### config.mk
export PLATFORM = sky130hd
export DESIGN_NAME = hsp_ctrl_port
export DESIGN_NICKNAME = d
export VERILOG_FILES = /design/src/logic/hsp_pkg.sv /design/src/logic/hsp_sample_tick.sv /design/src/logic/hsp_source_mux.sv /design/src/logic/hsp_ctrl_port.sv
export VERILOG_INCLUDE_DIRS = /design/src /design/src/logic
export SDC_FILE = /design/constraint.sdc
export NUM_CORES = 1
export LEC_CHECK = 0
export ABC_AREA = 1
export BUFFER_PORTS_ARGS = -buffer_cell sky130_fd_sc_hd__buf_2
export CAP_MARGIN = 20
export CORE_UTILIZATION = 57
export DETAILED_ROUTE_END_ITERATION = 7
export MAX_ROUTING_LAYER = met4
export PLACE_DENSITY = 0.86
export SYNTH_ARGS = -nofsm -noshare
export SYNTH_HDL_FRONTEND = slang
export SYNTH_SLANG_ARGS = --single-unit
### constraint.sdc
create_clock -name clk -period 3.04 [get_ports clk]
set_clock_uncertainty 0.2 [all_clocks]
set_input_delay 0.456 -clock clk [delete_from_list [all_inputs] [get_ports clk]]
set_output_delay 0.456 -clock clk [all_outputs]
set_load 0.01 [all_outputs]
### src/logic/hsp_regs.svh
// Address, command, field and timing constants of the host serial port.
`ifndef HSP_REGS_SVH
`define HSP_REGS_SVH

////////////////////////////////////////////////////////////////////////////
// Port addresses, as the 8-bit value of nibbles A3..A0 and B3..B0.
`define HSP_ADDR_WRITE       8'he8
`define HSP_ADDR_IRQ         8'hea
`define HSP_ADDR_RATE        8'heb
`define HSP_ADDR_CS          8'hec
`define HSP_ADDR_PC          8'hed

////////////////////////////////////////////////////////////////////////////
// Command addresses of the setting write address.
`define HSP_CMD_SYS1         4'h0
`define HSP_CMD_SRC_SWITCH   4'h5
`define HSP_CMD_IRQ_SELECT   4'h8
`define HSP_CMD_GP_OUT       4'ha
`define HSP_CMD_DATA_IO2     4'hd

////////////////////////////////////////////////////////////////////////////
// Field positions inside the 8-bit data byte (bit 0 is the first data bit).
`define HSP_BIT_OUT_DISABLE  1
`define HSP_BIT_LOCK_SRC     1
`define HSP_GP_OUT_LSB       4
`define HSP_BIT_FUNC_SEL     0
`define HSP_BIT_EXT_SEL      1
`define HSP_BIT_MCLK_INV     2
`define HSP_BIT_DATA_MUTE    3

////////////////////////////////////////////////////////////////////////////
// Interrupt source positions in the select byte and in the latch.
`define HSP_SRC_ERROR        0
`define HSP_SRC_NON_AUDIO    4
`define HSP_SRC_GPIO         6

////////////////////////////////////////////////////////////////////////////
// Reset values and frame lengths.
`define HSP_RST_IRQ_SELECT   8'h00
`define HSP_RST_GP_OUT       4'h0
`define HSP_ADDR_BITS        5'h08
`define HSP_FRAME_BITS       5'h10

////////////////////////////////////////////////////////////////////////////
// Timing: system clock rate and general-purpose input sample rate.
`define HSP_CLK_HZ           125000000
`define HSP_GP_SAMPLE_HZ     24000
`define HSP_GP_TICK_CYCLES   (`HSP_CLK_HZ / `HSP_GP_SAMPLE_HZ)

`endif

### src/logic/hsp_pkg.sv
// Types shared by the host serial port modules.
package hsp_pkg;

  // Serial frame phases, one-hot.
  typedef enum logic [3:0]
  {
    st_addr  = 4'b0001,
    st_write = 4'b0010,
    st_read  = 4'b0100,
    st_skip  = 4'b1000
  } hsp_state_e;

  // Complete state of the control port.
  typedef struct packed
  {
    hsp_state_e  st;
    logic        sclk_prev;
    logic        ce_prev;
    logic [15:0] shift;
    logic [4:0]  bit_cnt;
    logic [15:0] rd_word;
    logic        do_drive;
    logic        do_bit;
    logic        do_oe_n;
    logic        out_disable;
    logic        lock_src;
    logic        func_sel;
    logic        ext_sel;
    logic        mclk_inv;
    logic        data_mute;
    logic [7:0]  irq_select;
    logic [3:0]  out_field;
    logic        irq_n;
    logic [7:0]  src_latch;
    logic        rx_error_pin_prev;
    logic        nonaudio_prev;
    logic [3:0]  gp_last;
    logic [3:0]  gp_hold;
    logic        gp_susp;
    logic [3:0]  gp_out;
    logic [3:0]  gp_oe_n;
    logic        mclk_o;
    logic        bclk_o;
    logic        lrck_o;
    logic        data_o;
  } hsp_main_s;

  // State of the sample rate divider.
  typedef struct packed
  {
    logic [15:0] cnt;
    logic        tick;
  } hsp_tick_s;

endpackage

### src/logic/hsp_sample_tick.sv
// Divider that makes the general-purpose input sample strobe.
`include "hsp_regs.svh"

module hsp_sample_tick
#(
  parameter int unsigned CYCLES = `HSP_GP_TICK_CYCLES
)
(
  // Clock and reset.
  input  wire logic clk,
  input  wire logic rst,
  // One-cycle strobe at the sample rate.
  output logic      tick
);
  import hsp_pkg::*;

  hsp_tick_s t_reg;
  hsp_tick_s t_next;

  // Count up one sample period; the strobe lasts one cycle.
  always_comb
  begin
    t_next = t_reg;
    t_next.tick = 1'b0;
    if (t_reg.cnt == 16'(CYCLES - 1))
    begin
      t_next.cnt = 16'h0000;
      t_next.tick = 1'b1; // [RL2]
    end
    else
    begin
      t_next.cnt = t_reg.cnt + 16'h0001;
    end
  end

  // State register.
  always_ff @(posedge clk)
  begin
    if (rst)
      t_reg <= '0;
    else
      t_reg <= t_next;
  end

  assign tick = t_reg.tick;
endmodule

### src/logic/hsp_source_mux.sv
// Three-to-one selector: external audio pins, locked receiver signals, or crystal clocks with auxiliary data.
module hsp_source_mux
(
  // Selection controls.
  input  wire logic       ext_active,
  input  wire logic       inv_active,
  input  wire logic       mute_active,
  input  wire logic       pll_locked,
  input  wire logic       lock_src,
  // External audio on the general-purpose pins.
  input  wire logic [3:0] gp_pin_in,
  // Receiver clocks and data.
  input  wire logic       pll_mclk,
  input  wire logic       pll_bclk,
  input  wire logic       pll_lrck,
  input  wire logic       pll_data,
  input  wire logic       xtal_mclk,
  input  wire logic       xtal_bclk,
  input  wire logic       xtal_lrck,
  input  wire logic       aux_serial_data_in,
  // Selected signals.
  output logic            mclk,
  output logic            bclk,
  output logic            lrck,
  output logic            data
);

  logic use_pll_clk;

  // The crystal clocks may replace the locked clocks on request.
  assign use_pll_clk = pll_locked & ~lock_src;

  // External pins win; otherwise lock state picks the receiver source.
  always_comb
  begin
    if (ext_active)
    begin
      mclk = gp_pin_in[0] ^ inv_active; // [RL8] [RL10]
      bclk = gp_pin_in[1];
      lrck = gp_pin_in[2];
      data = gp_pin_in[3] & ~mute_active; // [RL10]
    end
    else
    begin
      mclk = use_pll_clk ? pll_mclk : xtal_mclk; // [RL8]
      bclk = use_pll_clk ? pll_bclk : xtal_bclk;
      lrck = use_pll_clk ? pll_lrck : xtal_lrck;
      data = pll_locked ? pll_data : aux_serial_data_in;
    end
  end

endmodule

### src/logic/hsp_ctrl_port.sv
// Serial control port, interrupt request, GP input and audio selector.
//
// Summary of operation
// [RL1] Parallel input pins read at address EB.
// [RL2] Interrupt mode samples pins at 24 kHz.
// [RL3] Pin change pulls request low, suspends sampling.
// [RL4] Reading EA releases request, freezes holding value.
// [RL5] Reading parallel field clears the holding value.
// [RL6] New change before read refreshes holding value.
// [RL7] Polled mode captures pins at address EB.
// [RL8] Selector routes pins or receiver clocks out.
// [RL9] External select acts only in selector mode.
// [RL10] Selector mode may invert clock, mute data.
// [RL11] Host sets selector only in master mode.
// [RL12] Request idles high, only EA read releases.
// [RL13] Request is OR of selected sources.
// [RL14] Eight interrupt sources exist.
// [RL15] Sources latched, error and non-audio live.
// [RL16] Host keeps crystal running for rate sources.
// [RL17] Fields travel LSB first; output three-state.
// [RL18] Each address is read-only or write-only.
// [RL19] Write frame: address, chip, zeros, command, data.
// [RL20] Output floats with enable low, drives after.
// [RL21] Output disable keeps serial output floating.
// [RL22] Idle-high clock lowered before read enable.
// [RL23] Host never writes test commands 11, 15.
// [RL24] Output mode drives written bits on pins.
// [RL25] Bits taken on rising clock; apply at end.
`include "hsp_regs.svh"

module hsp_ctrl_port
#(
  parameter int unsigned GP_TICK_CYCLES = `HSP_GP_TICK_CYCLES
)
(
  // Clock and reset.
  input  wire logic        clk,
  input  wire logic        rst,
  // Serial control port.
  input  wire logic        ctrl_chip_enable,
  input  wire logic        ctrl_serial_clock,
  input  wire logic        ctrl_serial_in,
  output logic             ctrl_serial_out,
  output logic             ctrl_serial_out_oe_n,
  input  wire logic        chip_addr_high,
  input  wire logic        chip_addr_low,
  // Interrupt request.
  output logic             irq_request_n,
  // Interrupt sources.
  input  wire logic        rx_error_pin,
  input  wire logic        non_audio_pin,
  input  wire logic        input_presence_change_irq,
  input  wire logic        rate_change_irq,
  input  wire logic        chan_status_update_irq,
  input  wire logic        burst_preamble_update_irq,
  input  wire logic        emphasis_change_irq,
  // Read data from the receiver.
  input  wire logic [7:0]  detect_status,
  input  wire logic [11:0] rate_status,
  input  wire logic [15:0] chan_status_word,
  input  wire logic [15:0] burst_preamble_word,
  // General-purpose pins.
  input  wire logic        gp_output_mode,
  input  wire logic [3:0]  gp_pin_in,
  output logic [3:0]       gp_pin_out,
  output logic [3:0]       gp_pin_oe_n,
  // Receiver clock and data sources.
  input  wire logic        pll_locked,
  input  wire logic        pll_mclk,
  input  wire logic        pll_bclk,
  input  wire logic        pll_lrck,
  input  wire logic        pll_data,
  input  wire logic        xtal_mclk,
  input  wire logic        xtal_bclk,
  input  wire logic        xtal_lrck,
  input  wire logic        aux_serial_data_in,
  // Selector outputs.
  output logic             rx_master_clock_out,
  output logic             rx_bit_clock_out,
  output logic             rx_word_clock_out,
  output logic             rx_data_out
);
  import hsp_pkg::*;

  ////////////////////////////////////////////////////////////////////////
  // Declarations.

  hsp_main_s   state_reg;
  hsp_main_s   state_next;
  logic        sclk_rise;
  logic        ce_rise;
  logic        ce_fall;
  logic [7:0]  port_addr;
  logic        addr_ok;
  logic        read_addr;
  logic        ea_access;
  logic        eb_access;
  logic        gp_tick;
  logic        gp_parallel;
  logic        gp_int_mode;
  logic        gp_poll_mode;
  logic        gp_change;
  logic [7:0]  src_event;
  logic [7:0]  src_view;
  logic        irq_hit;
  logic [15:0] snapshot;
  logic        chip_match;
  logic        ext_active;
  logic        mux_mclk;
  logic        mux_bclk;
  logic        mux_lrck;
  logic        mux_data;

  // Bits arrive A0..A3 then B0..B3, so the nibbles come in swapped.
  function automatic logic [7:0] wire_addr(input logic [7:0] raw);
    wire_addr = {raw[3:0], raw[7:4]}; // [RL17] [RL18]
  endfunction

  ////////////////////////////////////////////////////////////////////////
  // Edge detection and address decode.

  // Pins are synchronous, so one stored copy is enough to find edges.
  assign sclk_rise = ctrl_serial_clock & ~state_reg.sclk_prev; // [RL25]
  assign ce_rise   = ctrl_chip_enable & ~state_reg.ce_prev;
  assign ce_fall   = ~ctrl_chip_enable & state_reg.ce_prev;
  assign port_addr = wire_addr(state_reg.shift[15:8]);
  assign addr_ok   = (state_reg.bit_cnt >= `HSP_ADDR_BITS);
  assign read_addr = (port_addr == `HSP_ADDR_IRQ) ||
                     (port_addr == `HSP_ADDR_RATE) ||
                     (port_addr == `HSP_ADDR_CS) ||
                     (port_addr == `HSP_ADDR_PC); // [RL18]
  assign ea_access = state_reg.st[0] & ce_rise & addr_ok &
                     (port_addr == `HSP_ADDR_IRQ);
  assign eb_access = state_reg.st[0] & ce_rise & addr_ok &
                     (port_addr == `HSP_ADDR_RATE);
  assign chip_match = (state_reg.shift[0] == chip_addr_low) &&
                      (state_reg.shift[1] == chip_addr_high);

  ////////////////////////////////////////////////////////////////////////
  // Interrupt sources and general-purpose input modes.

  assign gp_parallel  = ~gp_output_mode & ~state_reg.func_sel;
  assign gp_int_mode  = gp_parallel & state_reg.irq_select[`HSP_SRC_GPIO];
  assign gp_poll_mode = gp_parallel & ~gp_int_mode;
  assign gp_change    = gp_tick & gp_int_mode &
                        (gp_pin_in != state_reg.gp_last); // [RL3]

  // Pin level changes are found here; other sources arrive as pulses.
  assign src_event = {emphasis_change_irq,
                      gp_change,
                      burst_preamble_update_irq,
                      non_audio_pin ^ state_reg.nonaudio_prev,
                      chan_status_update_irq,
                      rate_change_irq,
                      input_presence_change_irq,
                      rx_error_pin ^ state_reg.rx_error_pin_prev}; // [RL14]
  assign irq_hit = |(src_event & state_reg.irq_select); // [RL13]

  // Error and non-audio report the pin level at read time.
  always_comb
  begin
    src_view = state_reg.src_latch; // [RL15]
    src_view[`HSP_SRC_ERROR] = rx_error_pin;
    src_view[`HSP_SRC_NON_AUDIO] = non_audio_pin;
  end

  // Word handed to the shifter when a read frame opens.
  always_comb
  begin
    case (port_addr)
      `HSP_ADDR_IRQ:  snapshot = {src_view, detect_status};
      `HSP_ADDR_RATE: snapshot = {rate_status, gp_poll_mode ? gp_pin_in
                                  : state_reg.gp_hold}; // [RL1] [RL7]
      `HSP_ADDR_CS:   snapshot = chan_status_word;
      `HSP_ADDR_PC:   snapshot = burst_preamble_word;
      default:        snapshot = 16'h0000;
    endcase
  end

  ////////////////////////////////////////////////////////////////////////
  // Selector.

  assign ext_active = ~gp_output_mode & state_reg.func_sel &
                      state_reg.ext_sel; // [RL9]

  hsp_source_mux u_mux
  (
    .ext_active         (ext_active),
    .inv_active         (state_reg.func_sel & state_reg.mclk_inv),
    .mute_active        (state_reg.func_sel & state_reg.data_mute),
    .pll_locked         (pll_locked),
    .lock_src           (state_reg.lock_src),
    .gp_pin_in          (gp_pin_in),
    .pll_mclk           (pll_mclk),
    .pll_bclk           (pll_bclk),
    .pll_lrck           (pll_lrck),
    .pll_data           (pll_data),
    .xtal_mclk          (xtal_mclk),
    .xtal_bclk          (xtal_bclk),
    .xtal_lrck          (xtal_lrck),
    .aux_serial_data_in (aux_serial_data_in),
    .mclk               (mux_mclk),
    .bclk               (mux_bclk),
    .lrck               (mux_lrck),
    .data               (mux_data)
  );

  hsp_sample_tick #(.CYCLES(GP_TICK_CYCLES)) u_tick
  (
    .clk  (clk),
    .rst  (rst),
    .tick (gp_tick)
  );

  ////////////////////////////////////////////////////////////////////////
  // Next state.

  // A clock edge that meets the enable falling edge is dropped on purpose.
  always_comb
  begin
    state_next = state_reg;
    state_next.sclk_prev = ctrl_serial_clock;
    state_next.ce_prev = ctrl_chip_enable;
    state_next.rx_error_pin_prev = rx_error_pin;
    state_next.nonaudio_prev = non_audio_pin;
    case (state_reg.st)
      st_addr:
      begin
        if (ce_rise)
        begin
          state_next.shift = 16'h0000;
          state_next.bit_cnt = 5'h00;
          if (addr_ok && port_addr == `HSP_ADDR_WRITE)
            state_next.st = st_write;
          else if (addr_ok && read_addr)
          begin
            state_next.st = st_read;
            state_next.rd_word = snapshot;
            state_next.do_bit = snapshot[0];
            state_next.do_drive = 1'b1; // [RL20]
          end
          else
            state_next.st = st_skip;
        end
        else if (sclk_rise)
        begin
          state_next.shift = {ctrl_serial_in, state_reg.shift[15:1]};
          if (state_reg.bit_cnt != `HSP_FRAME_BITS)
            state_next.bit_cnt = state_reg.bit_cnt + 5'h01;
        end
      end
      st_write:
      begin
        if (ce_fall)
        begin
          state_next.st = st_addr;
          state_next.bit_cnt = 5'h00;
          if (state_reg.bit_cnt == `HSP_FRAME_BITS && chip_match &&
              state_reg.shift[3:2] == 2'b00) // [RL19] [RL25]
          begin
            case (state_reg.shift[7:4])
              `HSP_CMD_SYS1:
                state_next.out_disable =
                  state_reg.shift[8 + `HSP_BIT_OUT_DISABLE];
              `HSP_CMD_SRC_SWITCH:
                state_next.lock_src = state_reg.shift[8 + `HSP_BIT_LOCK_SRC];
              `HSP_CMD_IRQ_SELECT:
                state_next.irq_select = state_reg.shift[15:8];
              `HSP_CMD_GP_OUT:
                state_next.out_field =
                  state_reg.shift[8 + `HSP_GP_OUT_LSB +: 4];
              `HSP_CMD_DATA_IO2:
              begin
                state_next.func_sel  = state_reg.shift[8 + `HSP_BIT_FUNC_SEL];
                state_next.ext_sel   = state_reg.shift[8 + `HSP_BIT_EXT_SEL];
                state_next.mclk_inv  = state_reg.shift[8 + `HSP_BIT_MCLK_INV];
                state_next.data_mute = state_reg.shift[8 + `HSP_BIT_DATA_MUTE];
              end
              default:
                state_next.st = st_addr;
            endcase
          end
        end
        else if (sclk_rise)
        begin
          state_next.shift = {ctrl_serial_in, state_reg.shift[15:1]};
          if (state_reg.bit_cnt != `HSP_FRAME_BITS)
            state_next.bit_cnt = state_reg.bit_cnt + 5'h01;
        end
      end
      st_read:
      begin
        if (ce_fall)
        begin
          state_next.st = st_addr;
          state_next.do_drive = 1'b0; // [RL20]
        end
        else if (sclk_rise)
        begin
          state_next.rd_word = {1'b0, state_reg.rd_word[15:1]}; // [RL17]
          state_next.do_bit = state_reg.rd_word[1];
        end
      end
      st_skip:
      begin
        if (ce_fall)
          state_next.st = st_addr;
      end
      default:
        state_next.st = st_addr;
    endcase

    // A new source in the clearing cycle keeps the request low.
    if (irq_hit)
      state_next.irq_n = 1'b0; // [RL12] [RL13]
    else if (ea_access)
      state_next.irq_n = 1'b1; // [RL4] [RL12]
    state_next.src_latch = (ea_access ? 8'h00 : state_reg.src_latch) |
                           (src_event & state_reg.irq_select); // [RL15]

    // Holding register: read clears first, so a same-cycle change wins.
    if (eb_access)
    begin
      state_next.gp_hold = 4'h0; // [RL5]
      state_next.gp_susp = 1'b0;
    end
    if (ea_access && gp_int_mode)
      state_next.gp_susp = 1'b1; // [RL4]
    if (gp_tick && gp_int_mode)
    begin
      state_next.gp_last = gp_pin_in;
      if (gp_change)
      begin
        state_next.gp_hold = gp_pin_in; // [RL3] [RL6]
        state_next.gp_susp = 1'b1;
      end
      else if (!state_next.gp_susp)
        state_next.gp_hold = gp_pin_in; // [RL2]
    end

    // Pin and selector outputs, registered.
    state_next.gp_out = state_reg.out_field; // [RL24]
    state_next.gp_oe_n = gp_output_mode ? 4'h0 : 4'hf;
    state_next.mclk_o = mux_mclk;
    state_next.bclk_o = mux_bclk;
    state_next.lrck_o = mux_lrck;
    state_next.data_o = mux_data;
    state_next.do_oe_n = ~(state_next.do_drive &
                           ~state_next.out_disable); // [RL21]
  end

  ////////////////////////////////////////////////////////////////////////
  // State register.

  always_ff @(posedge clk)
  begin
    if (rst)
    begin
      state_reg <= '0;
      state_reg.st <= st_addr;
      state_reg.irq_n <= 1'b1;
      state_reg.do_oe_n <= 1'b1;
      state_reg.gp_oe_n <= 4'hf;
      state_reg.irq_select <= `HSP_RST_IRQ_SELECT;
      state_reg.out_field <= `HSP_RST_GP_OUT;
    end
    else
      state_reg <= state_next;
  end

  assign ctrl_serial_out      = state_reg.do_bit;
  assign ctrl_serial_out_oe_n = state_reg.do_oe_n;
  assign irq_request_n        = state_reg.irq_n;
  assign gp_pin_out           = state_reg.gp_out;
  assign gp_pin_oe_n          = state_reg.gp_oe_n;
  assign rx_master_clock_out  = state_reg.mclk_o;
  assign rx_bit_clock_out     = state_reg.bclk_o;
  assign rx_word_clock_out    = state_reg.lrck_o;
  assign rx_data_out          = state_reg.data_o;
endmodule

==> results of run 1 <==
## power by group through the flow
stage	sequential (mW)	combinational (mW)	clock, mW
floorplan	1.61	0.526	0
global route	1.61	0.789	0.965
CTS	1.60	0.684	0.911
detailed placement	1.63	0.678	0
global placement	1.62	0.669	0
finish	1.60	0.692	0.897
## final timing paths
check | start | end | slack, ns
setup / recovery | port_addr[4]$_SDFFE_PP0P_ | state_reg[56]$_SDFFE_PP0P_ | 0.75
hold / removal | gp_output_mode | gp_pin_oe_n[2]$_SDFF_PP1_ | 0.08
setup reg to reg | port_addr[4]$_SDFFE_PP0P_ | state_reg[56]$_SDFFE_PP0P_ | 0.75
hold reg to reg | state_next[9]$_SDFFE_PP0P_ | gp_pin_out[1]$_SDFF_PP0_ | 0.23
## layout by cell type (no fill, tap or decap), types with 3 or more instances in the layout
master      n
a211oi_1   14
a21oi_1    36
a31oi_1     4
buf_2      94
buf_4       7
clkbuf_8   10
dfxtp_1   107
ha_1        3
inv_1      83
inv_2       4
nand2_1   252
nand2_2    11
nand2_4     3
nand3_1    55
nand4_1    11
nor2_1    160
nor2_2      4
nor2_4      4
nor3_1     18
nor3b_1     4
o21ai_0    23
or2_2       4
xor2_1      6
## cells by family after synthesis
family	synth area share, %
adders and majority gates	0.681
xor gates and xnor gates	0.953
DFF	38.8
buffers and inverters	9.28
AOI/OAI and AO/OA	9.07
and+or+nand+nor	41.2
## cell usage after synthesis, drive strengths merged
library cell and count:
nand3 56, or2 4, ha 3, xor2 6, o21ai 25, dfxtp 107, o21a 1, a21boi 1
nand2 266, clkinv 1, a211oi 14, nand3b 2, nand4 12, o211ai 1, nor2 168, and3 1
clkbuf 9, nor4 1, buf 22, nor3b 5, inv 88, nor3 18, a21oi 36, a31oi 4
o21bai 2, o22ai 2
## worst max-delay path: stages (launching register included)
cell	delay, ns
dfxtp_1	0.39
inv_1	0.11
nand2_1	0.09
nor2_4	0.40
nand2_1	0.19
inv_1	0.33
nand2_1	0.09
nand2_1	0.08
nor2_1	0.05
nor2_1	0.11
nor2_1	0.07
nor2_1	0.09
## area by class of cell
| cell class | instances | area, µm² | area share [%] |
|---|---|---|---|
| inverter | 89 | 337 | 5.40 |
| clock inverter | 5 | 61.3 | 0.985 |
| timing repair buffer | 101 | 523 | 8.40 |
| multi-input combinational | 628 | 2860 | 46.0 |
| sequential | 107 | 2140 | 34.4 |
| tap | 129 | 161 | 2.59 |
| clock buffer | 11 | 141 | 2.27 |
## per-layer routing
| layer | global-route usage, % | routed length, µm | share of wire (%) |
|---|---|---|---|
| met1 | 34.6 | 5930 | 46 |
| met2 | 43.7 | 5850 | 45 |
| met3 | 4.94 | 900 | 6.9 |
| met4 | 11.4 | 301 | 2.3 |
| met5 | - | 0 | 0 |
==> flow_summary.json, run 1 <==
{
  "syn_area_per_cell_um2": 6.45,
  "cts.repair.resized": 0,
  "finalSetupViolCount": 0,
  "final_nets": 1019,
  "finalWirelength_um": 13000,
  "leakage_nw": 2.77,
  "start_util_pct": 59.1,
  "utilization_pct": 66.8,
  "switching_share_pct": 32.3,
  "ir_drop_v": 0.000358,
  "drc": 0,
  "grt-ovfl-total": 0,
  "dp_slack_ns": 0.730,
  "clk_pin_slew_worst_paths_ns": 0.11,
  "cts.sinks": 107,
  "dpl-instance-area_um2": 6020,
  "cp_max_fo": 19,
  "htree_levels": 3,
  "synth_cell_type_count": 39,
  "drtIter0Drc": 260,
  "clock_latency_ns": 0.38,
  "finalCritPeriodShare_pct": 75.2,
  "ff2ff_path_depth": 11,
  "critPathArrivalTime_ns": 2.39,
  "root_buffer": "clkbuf_8",
  "synth.cell_area_um2": 5520,
  "diodes": 0,
  "synth_area_leaders": "dfxtp_1, nand2_1, nor2_1",
  "hp-class": "input port to register",
  "antenna_found_initial": 0,
  "die_w_um": 100,
  "ys_seq_area_share_pct": 38.8,
  "drive_above_1_share_pct": 16.2,
  "ios": 95,
  "hold_viol_final": 0,
  "cts_tree": "yes",
  "power_density_nw_per_um2": 512,
  "whs_path_depth": 2,
  "final_cells": 1070,
  "synthCells": 855,
  "via_per_inst": 5.11,
  "tightestPinTransition_ns": 0.649,
  "n_fill_cell": 882,
  "synthToLayoutAreaGrowth_pct": 12.9,
  "largest_reg_flops": 61,
  "port_buffers": 94,
  "ctsHoldBuffers": 0,
  "finalWeightedCongestion": 0.837,
  "core_um2": 9330,
  "grt_pass1_vias": 4786,
  "synth_top_area_cell": "dfxtp_1",
  "rows": 35,
  "grt_max_degree": 32,
  "clk_path_buf_depth": 2,
  "worst_slack_ns": 0.754,
  "syn_nets": 938,
  "fin_tns_setup_ns": 0,
  "ys_ff_latch": 107,
  "sequentialPowerShare_pct": 50.1,
  "place_inst": 1054,
  "dpl.hpwl_um": 9430,
  "cp_data_required_time_ns": 3.14,
  "hold_ws_ns": 0.0841,
  "power_mw": 3.19,
  "status": "finished clean",
  "vias": 5466,
  "switchingPower_mw": 1.03,
  "first_pass_iters": 5,
  "die-area_um2": 10100,
  "yosys_warnings": 0,
  "rsz0062_at_grt": "no",
  "slew_violations": 0,
  "numCtsBuffers": 9,
  "track_usage_pct": 27.5,
  "synth_top_cell_area_share_pct": 38.8,
  "timing.fmax_ghz": 0.437,
  "crit_path_end_kind": "register",
  "fp.dieH_um": 100,
  "cts_setup_buffers": 0,
  "grt_first_pass_wirelength_um": 21500,
  "cap_violations": 0,
  "ant_nets": 0,
  "crit_type": "register to register",
  "comb_power_share_pct": 21.7,
  "finalCriticalPeriod_ns": 2.29,
  "routedWlPerCell_um": 12.1,
  "start_kind": "register",
  "finalInstanceArea_um2": 6230,
  "p_clk_share_pct": 28.2,
  "slew_headroom_pct": 56.4,
  "p_int_mw": 2.16
}
No activity file was read; power rests on OpenSTA's default activity.
==> inputs of run 2 (changes only) <==
CORE_UTILIZATION = 51   (was 57)
PLACE_DENSITY = 0.81   (was 0.86)
clock period = 1.95 ns   (was 3.04 ns; I/O delays follow)
==> run 2 against run 1 <==
Against the previous run: the run now ends with setup timing left; sequential share of layout area shrank 3.5 points; wire length grew 11%; clock-buffer cell count shrank 2; power grew 72%; setup slack lost 0.78 ns; largest cell class unchanged; final area grew 12%; global-route usage shrank 0.74 points; worst hold slack lost 0.068 ns; first-iteration DRC count grew 18%.
==> flow_summary.json, run 2 (synthesis results as in run 1) <==
{
  "r2r_slack_ns": 0.07,
  "crit_type": "input port to register",
  "grt-ovfl-total": 0,
  "antenna_found_initial": 0,
  "crit_path_end_kind": "register",
  "fin_tns_setup_ns": -0.0273,
  "timing.fmax_ghz": 0.506,
  "numCtsBuffers": 9,
  "clk_path_buf_depth": 2,
  "p_clk_share_pct": 27.4,
  "tightestPinTransition_ns": 0.398,
  "ir_drop_v": 0.000626,
  "finalSetupViolCount": 1,
  "fp.dieH_um": 106,
  "grt_max_degree": 41,
  "switching_share_pct": 33.5,
  "track_usage_pct": 26.8,
  "grt_pass1_vias": 5322,
  "regToRegEndpoint": "state_reg[38]$_SDFFE_PP0P_",
  "die_w_um": 106,
  "r2r_start": "state_reg[70]$_SDFFE_PP0P_",
  "violations": "setup timing",
  "finalWirelength_um": 14400,
  "port_buffers": 94,
  "via_per_inst": 5.00,
  "start_kind": "input port",
  "core_um2": 10400,
  "n_fill_cell": 885,
  "cap_violations": 0,
  "leakage_nw": 3.13,
  "diodes": 0,
  "worst_slack_ns": -0.0273,
  "dpl.hpwl_um": 9980,
  "most-common-layout-cells": "nand2_1, nor2_1, dfxtp_1, buf_2, inv_1",
  "cp_data_required_time_ns": 2.02,
  "status": "finished with violations",
  "finalInstanceArea_um2": 6990,
  "endpoint": "rx_word_clock_out$_SDFF_PP0_",
  "grt_first_pass_wirelength_um": 23600,
  "root_buffer": "clkbuf_8",
  "finalCriticalPeriod_ns": 1.98,
  "comb_power_share_pct": 27.0,
  "dp_slack_ns": 0.0424,
  "slew_headroom_pct": 73.3,
  "rsz0062_at_grt": "yes",
  "drtIter0Drc": 307,
  "hp-class": "input port to register",
  "ff2ff_path_depth": 10,
  "clock_latency_ns": 0.39,
  "start_util_pct": 52.9,
  "finalWeightedCongestion": 0.843,
  "hold_ws_ns": 0.0157,
  "multi_input_area_um2": 2970,
  "regArea_um2": 2160,
  "power_density_nw_per_um2": 787,
  "critPathArrivalTime_ns": 2.04,
  "cts_tree": "yes",
  "final_common_cell": "nand2_1",
  "slew_violations": 0,
  "rows": 37,
  "cts.sinks": 107,
  "startpoint": "gp_output_mode",
  "switchingPower_mw": 1.84,
  "hold_viol_final": 0,
  "final_nets": 1077,
  "drc": 0,
  "drive_above_1_share_pct": 23.1,
  "ant_nets": 0,
  "dpl-instance-area_um2": 6370,
  "synthToLayoutAreaGrowth_pct": 26.7,
  "first_pass_iters": 4,
  "cp_max_fo": 7,
  "clk_pin_slew_worst_paths_ns": 0.11,
  "die-area_um2": 11200,
  "p_int_mw": 3.66,
  "utilization_pct": 67.1,
  "routedWlPerCell_um": 12.7,
  "finalCritPeriodShare_pct": 101,
  "vias": 5673,
  "ios": 95,
  "htree_levels": 3,
  "largest_reg_flops": 61,
  "sequentialPowerShare_pct": 45.5
}
[run 2: layout make-up]
cell class | instances | area share [%]
Multi-Input combinational cell | 628 | 42.5
Sequential cell | 107 | 30.9
Timing Repair Buffer | 159 | 16.0
Inverter | 89 | 4.85
Tap cell | 136 | 2.44
Clock buffer | 9 | 1.77
Clock inverter | 7 | 1.54
[run 2: critical path, stage by stage]
cell           delay [ns]
dlygate4sd3_1        0.54
buf_2                0.16
nor2_1               0.17
inv_2                0.10
o21ai_1              0.13
a31oi_1              0.06
dlygate4sd3_1        0.59
[run 2: power groups by stage]
stage	clock, mW	sequential (mW)	combinational, mW
3_3_place_gp	0	2.53	1.25
2_1_floorplan	0	2.51	0.821
5_1_grt	1.61	2.53	1.66
3_5_place_dp	0	2.53	1.27
6_report	1.51	2.50	1.49
4_1_cts	1.54	2.48	1.31
[run 2: worst min path at each step]
stage                                startpoint  cells past startpoint  slack [ns]                    endpoint
finish                      emphasis_change_irq                      3        0.02      src_view[7]$_SDFF_PP0_
global route                       gp_pin_in[2]                      3        0.02  state_reg[19]$_SDFFE_PP0P_
CTS                         emphasis_change_irq                      3      0.0006      src_view[7]$_SDFF_PP0_
detailed placement  state_next[11]$_SDFFE_PP0P_                      2        0.22    gp_pin_out[3]$_SDFF_PP0_
global placement     state_next[9]$_SDFFE_PP0P_                      2        0.21    gp_pin_out[1]$_SDFF_PP0_
floorplan                                   rst                      1        0.16  state_reg[95]$_SDFFE_PP0P_
[run 2: per-layer routing]
metal  share of wire, %  global-route usage, %  vias up
met5                  0                      -        -
met2                 48                   46.0      187
met3                6.3                   4.60       26
met4                2.1                   9.23        0
met1                 44                   31.6     2490
li1                   -                      -     2970
[run 2: what timing repair did]
| action | 4_1_cts | 5_1_grt |
|---|---|---|
| cloned | 0 | 1 |
| endpoints found under the setup margin | 1 | 59 |
| pin swaps | 0 | 13 |
| setup buffers | 0 | 7 |
| hold buffers | 16 | 1 |
| gates resized for setup | 1 | 57 |
| hold endpoints to repair | 11 | 1 |
[run 2: metrics by stage]
stage                     power (mW)  instances
after global placement          3.77       1094
after CTS                       5.33       1126
after detailed placement        3.79       1094
final                           5.50       1135
after global routing            5.80       1135
after floorplan                 3.34        855
